--- src/core/pif_defs.vh ---
`ifndef PIF_DEFS_VH
`define PIF_DEFS_VH

// Register offsets on the local register port
`define PIF_ADDR_FLAGS   4'h0
`define PIF_ADDR_MASK    4'h1
`define PIF_ADDR_STATUS  4'h2
`define PIF_ADDR_WIDTH   4

// Flag register bit positions
`define PIF_BIT_TMR      5
`define PIF_BIT_PCS      4
`define PIF_BIT_EXT      0

// Reset values
`define PIF_FLAGS_RESET  8'h00
`define PIF_MASK_RESET   8'h00
`define PIF_STATUS_RESET 8'h00

`endif

--- src/core/pif_sync.v ---
`timescale 1ns/10ps
// Two-stage synchroniser for a level from outside the clock domain
module pif_sync (
  // System
  clk,
  reset,
  // Data
  asyncIn,
  syncOut
);
  input  wire clk;
  input  wire reset;
  input  wire asyncIn;
  output wire syncOut;

  reg stage1Reg;
  reg stage2Reg;

  always @(posedge clk or posedge reset) begin
    if (reset) begin
      stage1Reg <= 1'b0;
      stage2Reg <= 1'b0;
    end else begin
      stage1Reg <= asyncIn;
      stage2Reg <= stage1Reg;
    end
  end

  assign syncOut = stage2Reg;
endmodule

--- src/core/pif_flags.v ---
// Chosen here: the address map and the plain strobed port.
`timescale 1ns/10ps
`include "pif_defs.vh"

// How it works
// - Bits 7-6 read zero, no storage
// - Timer overflow sets bit 5
// - Timer flag held until software writes zero
// - Bit 4 read-only, writes ignored
// - Summary reads one if any pin flag set
// - Summary reads zero when no pin flag and no enabled edge
// - Only enabled edges join pin flags in the summary
// - Bits 3-1 read zero, no storage
// - External event sets bit 0
// - External flag held until software writes zero
module pif_flags #(
  parameter PIN_COUNT = 6
) (
  // System
  clk,
  reset,
  // Register port
  regAddr,
  regWrData,
  regWrStrobe,
  regRdStrobe,
  regRdData,
  // Events
  timerOverflow,
  extEventPin,
  pinChangeFlags,
  risingEdgeEnable,
  fallingEdgeEnable,
  risingEdgeSeen,
  fallingEdgeSeen,
  // Interrupt
  irq
);
  input  wire                        clk;
  input  wire                        reset;
  input  wire [`PIF_ADDR_WIDTH-1:0]  regAddr;
  input  wire [7:0]                  regWrData;
  input  wire                        regWrStrobe;
  input  wire                        regRdStrobe;
  output reg  [7:0]                  regRdData;
  input  wire                        timerOverflow;
  input  wire                        extEventPin;
  input  wire [PIN_COUNT-1:0]        pinChangeFlags;
  input  wire [PIN_COUNT-1:0]        risingEdgeEnable;
  input  wire [PIN_COUNT-1:0]        fallingEdgeEnable;
  input  wire [PIN_COUNT-1:0]        risingEdgeSeen;
  input  wire [PIN_COUNT-1:0]        fallingEdgeSeen;
  output reg                         irq;

  reg        timerFlagReg;
  reg        extFlagReg;
  reg        extLevelReg;
  reg        pinSummaryReg;
  reg  [7:0] maskReg;
  reg  [7:0] statusReg;
  reg  [7:0] statusNext;
  reg  [7:0] flagsView;
  wire       extSync;
  wire       extRise;
  wire       flagWrite;
  wire [PIN_COUNT-1:0] enabledEdges;
  wire       summaryNext;

  pif_sync extSyncInst (
    .clk     (clk),
    .reset   (reset),
    .asyncIn (extEventPin),
    .syncOut (extSync)
  );

  assign extRise   = extSync & ~extLevelReg;
  assign flagWrite = regWrStrobe && (regAddr == `PIF_ADDR_FLAGS);

  // Qualified edges also count, so the summary reacts in the edge cycle
  assign enabledEdges = (risingEdgeSeen & risingEdgeEnable) |
                        (fallingEdgeSeen & fallingEdgeEnable);
  assign summaryNext  = |(pinChangeFlags | enabledEdges);

  always @* begin
    flagsView = 8'h00;
    flagsView[`PIF_BIT_TMR] = timerFlagReg;
    flagsView[`PIF_BIT_PCS] = pinSummaryReg;
    flagsView[`PIF_BIT_EXT] = extFlagReg;
  end

  always @(posedge clk or posedge reset) begin
    if (reset) begin
      timerFlagReg  <= 1'b0;
      extFlagReg    <= 1'b0;
      extLevelReg   <= 1'b0;
      pinSummaryReg <= 1'b0;
    end else begin
      extLevelReg   <= extSync;
      pinSummaryReg <= summaryNext;
      if (timerOverflow) begin
        timerFlagReg <= 1'b1;
      end else if (flagWrite && !regWrData[`PIF_BIT_TMR]) begin
        timerFlagReg <= 1'b0;
      end
      if (extRise) begin
        extFlagReg <= 1'b1;
      end else if (flagWrite && !regWrData[`PIF_BIT_EXT]) begin
        extFlagReg <= 1'b0;
      end
    end
  end

  // Sticky status of set events; a read of it clears it, new events win
  always @* begin
    statusNext = statusReg;
    if (regRdStrobe && (regAddr == `PIF_ADDR_STATUS)) begin
      statusNext = 8'h00;
    end
    statusNext[`PIF_BIT_TMR] = statusNext[`PIF_BIT_TMR] | timerOverflow;
    statusNext[`PIF_BIT_EXT] = statusNext[`PIF_BIT_EXT] | extRise;
    statusNext[`PIF_BIT_PCS] = statusNext[`PIF_BIT_PCS] | (|enabledEdges);
  end

  always @(posedge clk or posedge reset) begin
    if (reset) begin
      statusReg <= `PIF_STATUS_RESET;
      maskReg   <= `PIF_MASK_RESET;
      regRdData <= 8'h00;
      irq       <= 1'b0;
    end else begin
      statusReg <= statusNext;
      irq       <= |(statusNext & maskReg);
      if (regWrStrobe && (regAddr == `PIF_ADDR_MASK)) begin
        maskReg <= regWrData;
      end
      if (regRdStrobe) begin
        case (regAddr)
          `PIF_ADDR_FLAGS:  regRdData <= flagsView;
          `PIF_ADDR_MASK:   regRdData <= maskReg;
          `PIF_ADDR_STATUS: regRdData <= statusReg;
          default:          regRdData <= 8'h00;
        endcase
      end else begin
        regRdData <= 8'h00;
      end
    end
  end
endmodule

--- config.mk ---
export PLATFORM = sky130hd
export DESIGN_NAME = pif_flags
export DESIGN_NICKNAME = d
export VERILOG_FILES = /design/src/core/pif_sync.v /design/src/core/pif_flags.v
export VERILOG_INCLUDE_DIRS = /design/src /design/src/core
export SDC_FILE = /design/constraint.sdc
export NUM_CORES = 1
export LEC_CHECK = 0
export ABC_AREA = 1
export BUFFER_PORTS_ARGS = -buffer_cell sky130_fd_sc_hd__buf_2
export CAP_MARGIN = 20
export CORE_UTILIZATION = 42
export CTS_CLUSTER_SIZE = 16
export DETAILED_ROUTE_END_ITERATION = 6
export PLACE_DENSITY_LB_ADDON = 0.15
export SLEW_MARGIN = 20
export SYNTH_ARGS = -nofsm -noshare
export SYNTH_HDL_FRONTEND = slang
export SYNTH_SLANG_ARGS = --single-unit
--- constraint.sdc ---
create_clock -name clk -period 0.9 [get_ports clk]
set_input_delay 0.27 -clock clk [delete_from_list [all_inputs] [get_ports clk]]
set_output_delay 0.27 -clock clk [all_outputs]
set_load 0.02 [all_outputs]
* Word-level counts from Yosys, hierarchy flattened
Index checks and enable logic that the tools add are counted.
** Storage, ports and cells
- RAM bits :: 0
- Memories :: 0
- Input bits :: 48
- Bits in registers :: 31
- ROM bits :: 0
- Bits in latches :: 0
** Operators by class
- Bitwise operators :: 10
- Muxes and demuxes :: 7
- Div/mod/pow operators :: 0
- Add/sub/neg operators :: 0
- Multipliers :: 0
- Shift-type cells :: 0
- Reduce and logical (&&, ||, !) cells :: 13
- Eq/ne operators :: 2
- $lt $le $gt $ge :: 0
** Operator list (count)
- 8-bit one-hot mux with 3 select lines :: 1
- 8-bit two-way mux :: 2
- 6-bit AND :: 2
- 6-bit OR :: 2
- 6-bit OR reduction :: 2
- 8-bit AND :: 1
- 8-bit OR reduction :: 1
- 1-bit logical AND :: 5
- 4-bit by 1-bit == test with 1-bit output (second input constant) :: 1
- 4-bit by 2-bit == test with 1-bit output (second input constant) :: 1
- 4-bit zero test :: 1
- 1-bit two-way mux :: 4
- 2-bit nonzero test :: 2
- 1-bit OR :: 3
- 1-bit zero test :: 2
- 1-bit AND :: 1
- 1-bit NOT :: 1

* Longest topological paths before layout
Gate-level depths: netlist (run 1).
- Depth in word-level cells :: 6
- Mapped depth :: 9
- Gate-level depth less buffers :: 9

* Hierarchy
From an unflattened synthesis (run 1), not the netlist that was laid out.
** Second synthesis, totals
- Cell total of the unflattened synthesis :: 156
- Area, all modules :: 1391.3 µm²
** By module, submodules not included
- pif_flags :: cells each 153, times used 1, seq. area each 725.7 µm², area each 1337.5 µm²
- pif_sync :: cells each 3, times used 1, seq. area each 50.0 µm², area each 53.8 µm²

* Least setup slack after synthesis (run 1)
OpenSTA, ideal clock, no wires.
- Path kind :: input to register
- From :: input regAddr[3]
- To :: register maskReg[1]
- Arrival :: 1029 ps
- Buffers on the path :: 1
- Path slack :: -254 ps
- Stages on the path :: 4
- Cell sequence :: nor2_4 > nand4_4 > buf_6 > mux2_4
** Between the ends
- Longest elaborated chain between the ends :: 2
** RTL lines
- start: declaration :: RTL line pif_flags.v:41 : input wire [`PIF_ADDR_WIDTH-1:0] regAddr;
- 4-bit by 1-bit == test with 1-bit output
- 1-bit logical AND :: RTL line pif_flags.v:133 : if (regWrStrobe && (regAddr == `PIF_ADDR_MASK)) begin
- end signal: assignment :: RTL line pif_flags.v:127 : maskReg <= `PIF_MASK_RESET;
- end signal: assignment :: RTL line pif_flags.v:134 : maskReg <= regWrData;
- end: declaration :: RTL line pif_flags.v:59 : reg [7:0] maskReg;
No other way between the ends.
A chain may end at the register's enable or synchronous reset.

* Final worst setup path (run 1)
- From :: register irq
- To :: output irq
** RTL lines
- start: declaration :: RTL line pif_flags.v:53 : output reg irq;
- start signal: assignment :: RTL line pif_flags.v:132 : irq <= |(statusNext & maskReg);
No word-level cell between the ends.

==> results of run 1 <==
[stage by stage]
stage                     instances  hold slack (ns)
final                           274           0.0387
after global routing            274           0.0137
after CTS                       274           0.0284
after detailed placement        264            0.313
after global placement          264            0.307
after floorplan                 155            0.192
[final timing paths]
| check | startpoint | end | slack (ns) |
|---|---|---|---|
| max in group asynchronous | reset | statusReg[0]$_DFF_PP0_ | 0.23 |
| hold / removal | extEventPin | extSyncInst.stage1Reg$_DFF_PP0_ | 0.04 |
| setup reg to reg | extSyncInst.syncOut$_DFF_PP0_ | irq$_DFF_PP0_ | 0.01 |
| setup / recovery | irq$_DFF_PP0_ | irq | -0.22 |
| hold reg to reg | extSyncInst.stage1Reg$_DFF_PP0_ | extSyncInst.syncOut$_DFF_PP0_ | 0.37 |
| min in group asynchronous | reset | regRdData[2]$_DFF_PP0_ | 0.50 |
[synthesized netlist by cell type, types with 2 or more instances]
master    number  share of area
a21oi_1       10          0.036
mux2_2         2          0.016
inv_1         23          0.062
nand3_1        9          0.032
dfrtp_1       31           0.56
nor2_1        16          0.043
mux2_4         2          0.022
o221ai_1       2          0.013
nand4_1        5          0.023
nor3_1         2         0.0072
nand2_1       40           0.11
o21ai_0        2         0.0072
[power breakdown]
part           total (mW)  internal [mW]  switching [mW]
Clock                1.12          0.656           0.460
Sequential           1.63           1.54          0.0986
Combinational       0.588          0.299           0.289
Total                3.34           2.49           0.847
[sequential cells by signal, indices dropped and copies added, names as in the netlist]
register,cells
timerFlagReg,1
extSyncInst.syncOut,1
maskReg,8
pinSummaryReg,1
statusReg,8
regRdData,8
extLevelReg,1
extFlagReg,1
extSyncInst.stage1Reg,1
irq,1
[logic make-up (layout without fill, tap and decap cells)]
family / after synthesis / after routing / share of synthesized area
simple gates: 78 / 78 / 0.259
flops: 31 / 31 / 0.559
buf+inv: 26 / 101 / 0.0784
compound gates: 16 / 16 / 0.0658
mux: 4 / 4 / 0.0379
[routing by layer]
metal	vias up	global-route usage	part of all wire
met3	7	0.0764	0.069
li1	644	-	-
met2	58	0.348	0.48
met1	579	0.217	0.43
met5	-	0	0
met4	0	0.0884	0.021
[worst register-to-register path, stage by stage, from the launching register on]
cell     delay [ns]
dfrtp_1        0.40
nand2_2        0.10
nand2_2        0.06
nand2_2        0.05
nand2_1        0.04
nor2_1         0.08
nand2_1        0.05
[repair_timing]
action | in CTS | in global routing
endpoints found under the setup margin | 10 | 16
resized for setup | 21 | 11
setup buffers | 1 | 0
pin swaps | 5 | 6
hold buffers | 1 | 0
endpoints found under the hold margin | 31 | 0
[final cells by class]
class                   count  area, um2  share of cell area
clock buffers               6       51.3              0.0254
multi-input cells          98        547               0.271
flip-flops and latches     31        776               0.385
repair buffers             69        457               0.226
clock inverters             2       35.0              0.0174
well taps                  44       55.1              0.0273
inverters                  24       96.3              0.0478
==> metrics.yaml, run 1 <==
place:
  postPlaceCellArea_mm2: 0.00181
  hpwl_um: 2370
  place_congestion: 0.860
  dp_slack_ns: -0.393
  portBuffers: 56
detailed_routing:
  drc_errors: 0
  drt.antenna.violating_nets: 0
  wirelength_um: 3090
  first_iter_violations: 48
  via_count: 1288
  detail_route.wl_per_cell_um: 11.3
  vias_per_cell: 4.70
  drtPass1Iterations: 4
sta:
  max_slew_margin: 0.840
  rsz0062_at_grt: "yes"
  setup_tns_ns: -1.93
  worst_slack_ns: -0.224
  finalSetupViolCount: 11
  fin_crit_sh: 1.25
  drv_slew: 0
  finalWorstPathRequiredPeriod_ns: 1.12
  max_freq_mhz: 889
  fin_skew_ns: 0.00457
  worst_pin_slew_ns: 0.237
  final_hold_viol_count: 0
global_route:
  grt.total_usage: 0.201
  first_global_vias: 1256
  grt_max_degree: 32
  grt_overflow: 0
  antenna_found_initial: 0
  grt_first_pass_wirelength_um: 5070
critical_path:
  slowest_stage: "dfrtp_1"
  setup.worst_path.start_class: "flip-flop"
  max_stage_delay_ns: 0.39
  crit_path_end_kind: "output port"
  cp_cell_sequence: "buf_6"
  cp.buffers_inverters: 1
  crit_family: "flip-flops"
  arrival_ns: 0.85
  ff2ff_path_depth: 6
  cp_max_fo: 1
  worst-setup-path-type: "reg -> out"
  worstPathRequired_ns: 0.63
  crit_cells: 1
die:
  core_mm2: 0.00310
  num_rows: 20
  die_area_mm2: 0.00354
  die_h_um: 59.5
  initial_core_util: 0.447
  die_x_um: 59.5
  ios: 57
outcome:
  violations: "setup timing"
  outcome: "complete, but fails checks"
synth:
  ys.flop_type: "dfrtp_1"
  syn_nets: 203
  ys_ff_latch: 31
  yosysSeqAreaShare: 0.559
  synth.distinct_cells: 23
  synth.cell_area_mm2: 0.00139
  yosys_warnings: 0
  syn_avg_cell_area_um2: 8.95
  synth_edf_count: 0
  asyncSetResetFlopFracSynth: 1.00
  synth_cells: 155
cts:
  cts_root_buf: "clkbuf_4"
  cts_tree: "yes"
  clkSlewWorstSetupHoldPaths_ns: 0.09
  cts_sinks: 31
  numCtsBuffers: 5
  clock_path_buffers: 2
  clk_latency_ns: 0.33
  htree_levels: 2
final_layout:
  final_layout_size_suffix_gt1_frac: 0.426
  fin_util: 0.650
  finalNetCount: 277
  fin_area_mm2: 0.00202
  mostFrequentLayoutCells: "47 x buf_2, 34 x nand2_1, 31 x dfrtp_1, 20 x inv_1, 14 x nor2_1"
  area_growth_pct: 45.4
  num_antenna_cells: 0
  fillers: 272
  layout_commonest_cell: "buf_2"
power:
  power.density_mw_per_mm2: 1650
  p_leak_nw: 1.07
  peakVddDrop_mv: 0.820
  power_mw: 3.34
run:
  cap_violations: 0
hold_path:
  worstHoldPathCells: 1
  min-delay-path-class: "in -> reg"
Note: power is estimated with default switching activity, not from simulation.
==> run 2: changes to the inputs <==
--- a/config.mk
+++ b/config.mk
@@ -6,10 +6,9 @@
 export SDC_FILE = /design/constraint.sdc
 export NUM_CORES = 1
 export LEC_CHECK = 0
-export ABC_AREA = 1
 export BUFFER_PORTS_ARGS = -buffer_cell sky130_fd_sc_hd__buf_2
 export CAP_MARGIN = 20
-export CORE_UTILIZATION = 42
+export CORE_UTILIZATION = 41
 export CTS_CLUSTER_SIZE = 16
 export DETAILED_ROUTE_END_ITERATION = 6
 export PLACE_DENSITY_LB_ADDON = 0.15
==> run 2 against run 1 <==
Against the previous run:
- the run still ends with setup timing left
- global-route usage is 0.66 points higher
- synthesized area down 6.3%
- first-iteration DRC count fell by 46%
- die area decreased by 3.9%
- clock skew rose by 0.0061 ns
- synthesized cell count fell by 29%
- sequential power fell by 2%
- core utilization rose by 4.1 points
- cell area increased by 3.8%
- clock-buffer cell count unchanged
- critical endpoint is now irq$_DFF_PP0_
- largest power group unchanged
==> metrics.yaml, run 2 <==
outcome:
  outcome: "complete, but fails checks"
  violations: "setup timing"
detailed_routing:
  detail_route.wl_per_cell_um: 13.1
  drt.antenna.violating_nets: 0
  via_count: 1180
  vias_per_cell: 4.82
  wirelength_um: 3210
  drtPass1Iterations: 4
  first_iter_violations: 26
  drc_errors: 0
synth:
  ys_ff_latch: 31
  yosys_warnings: 0
  synth_most_common_cell: "dfrtp_1"
  yosysTopAreaCell: "dfrtp_1"
  yosysSeqAreaShare: 0.597
  synth.distinct_cells: 26
  syn_avg_cell_area_um2: 11.8
  synth_edf_count: 0
  synth_top_area_frac: 0.597
  synth_cells: 110
  ys.flop_type: "dfrtp_1"
  synth.area.top_cells: "dfrtp_1 60%, a22oi_1 6.9%, mux2_2 6.9%"
  asyncSetResetFlopFracSynth: 1.00
  syn_nets: 158
  synthTopCellsByCount: "31 x dfrtp_1, 16 x nor2_1, 12 x a22oi_1"
  synth.cell_area_mm2: 0.00130
critical_path:
  ff2ff_path_depth: 3
  arrival_ns: 1.56
  worst-setup-path-type: "reg -> reg"
  max_stage_delay_ns: 0.41
  slowest_stage: "a222oi_1"
  cp_max_fo: 2
  setup.worst_path.start_class: "flip-flop"
  cp_cell_sequence: "a222oi_1 -> a21oi_1 -> a2111o_1"
  worstPathRequired_ns: 1.12
  crit_path_end_kind: "flip-flop"
cts:
  cts_tree: "yes"
  htree_levels: 2
  clk_latency_ns: 0.33
  clock_path_buffers: 2
  numCtsBuffers: 5
  clkSlewWorstSetupHoldPaths_ns: 0.10
  cts_sinks: 31
  cts_root_buf: "clkbuf_4"
global_route:
  grt_max_degree: 25
  grt_first_pass_wirelength_um: 5130
  first_global_vias: 1178
  antenna_found_initial: 0
  grt.total_usage: 0.208
  grt_overflow: 0
sta:
  worst_slack_ns: -0.439
  worst_pin_slew_ns: 0.372
  final_hold_viol_count: 0
  fin_skew_ns: 0.0107
  rsz0062_at_grt: "yes"
  finalWorstPathRequiredPeriod_ns: 1.34
  max_slew_margin: 0.752
  finalSetupViolCount: 18
  fin_crit_sh: 1.49
  setup_tns_ns: -3.28
  drv_slew: 0
  max_freq_mhz: 747
final_layout:
  final_cells: 245
  num_antenna_cells: 0
  finalNetCount: 249
  final_layout_size_suffix_gt1_frac: 0.567
  top_regs: "maskReg (8), regRdData (8), statusReg (8)"
  layout_commonest_cell: "buf_2"
  area_growth_pct: 61.0
  mostFrequentLayoutCells: "44 x buf_2, 31 x dfrtp_1, 25 x buf_4, 15 x nor2_1, 15 x buf_6"
die:
  num_rows: 20
  die_h_um: 58.3
  ios: 57
  core_mm2: 0.00303
  die_x_um: 58.3
  die_area_mm2: 0.00340
  initial_core_util: 0.429
run:
  cap_violations: 0
place:
  hpwl_um: 2360
  portBuffers: 56
  dp_slack_ns: -0.681
  place_congestion: 0.785
  dp_cells: 234
hold_path:
  worstHoldPathCells: 1
  min-delay-path-class: "in -> reg"
power:
  peakVddDrop_mv: 1.13
  power_mw: 3.19
  p_leak_nw: 1.04
  power.density_mw_per_mm2: 1520
run 2: cell count changes in the layout (fill, tap and decap cells not counted), sizes merged, moves of 6 or more:
cell   change
buf       +17
nand2     -34
nand3      -6
inv       -22
a22oi     +12
run 2: layer usage:
layer,vias up,wire length (um),GRT usage,share of wire
met5,-,0,0,0
li1,572,-,-,-
met4,0,71,0.102,0.022
met1,562,1420,0.245,0.44
met3,7,155,0.0527,0.048
met2,39,1560,0.355,0.49
run 2: path summary, 6_finish.rpt:
kind	slack, ns	start	end
min in group asynchronous	0.41	reset	regRdData[4]$_DFF_PP0_
hold reg to reg	0.36	extSyncInst.stage1Reg$_DFF_PP0_	extSyncInst.syncOut$_DFF_PP0_
setup reg to reg	-0.44	maskReg[3]$_DFFE_PP0P_	irq$_DFF_PP0_
max in group asynchronous	0.12	reset	extLevelReg$_DFF_PP0_
hold / removal	0.05	extEventPin	extSyncInst.stage1Reg$_DFF_PP0_
setup / recovery	-0.44	maskReg[3]$_DFFE_PP0P_	irq$_DFF_PP0_
run 2: kinds of logic after synthesis:
family / Yosys count / synth area share
buffers and inverters: 5 / 0.0221
and+or+nand+nor: 38 / 0.156
muxes: 11 / 0.0924
AOI/OAI and AO/OA: 25 / 0.133
DFF: 31 / 0.597
run 2: timing repair:
item                                    4_1_cts  5_1_grt
gates cloned                                  0        0
endpoints found under the hold margin         7        0
setup buffers                                 2        5
endpoints found under the setup margin       19       29
hold buffers                                  1        0
pin swaps                                     9       16
resized for setup                            23       10
run 2: layout make-up:
| cell class | instances | area, um2 |
|---|---|---|
| inverters | 2 | 11.3 |
| fillers | 234 | 935 |
| clock inverters | 1 | 5.00 |
| repair buffers | 87 | 614 |
| well taps | 44 | 55.1 |
| clock buffers | 6 | 51.3 |
| multi-input cells | 74 | 581 |
| flip-flops and latches | 31 | 776 |
run 2: stage by stage:
step	instance area [um2]	hold slack, ns	utilization
2_1_floorplan	1380	0.192	-
3_3_place_gp	1890	0.206	0.624
3_5_place_dp	1890	0.210	0.624
4_1_cts	2050	0.0379	0.676
5_1_grt	2090	0.0337	0.691
6_report	2090	0.0490	0.691
run 2: worst max-delay path, delay by kind of cell, from the launching register on:
family         cells  cell delay, ns
AO/OA/AOI/OAI      3            0.83
flip-flops         1            0.40
run 2: where the power goes:
group	internal [mW]	switching, mW	leakage [nW]
logic	0.486	0.287	0.628
clock network	0.361	0.470	0.0341
registers	1.51	0.0795	0.378
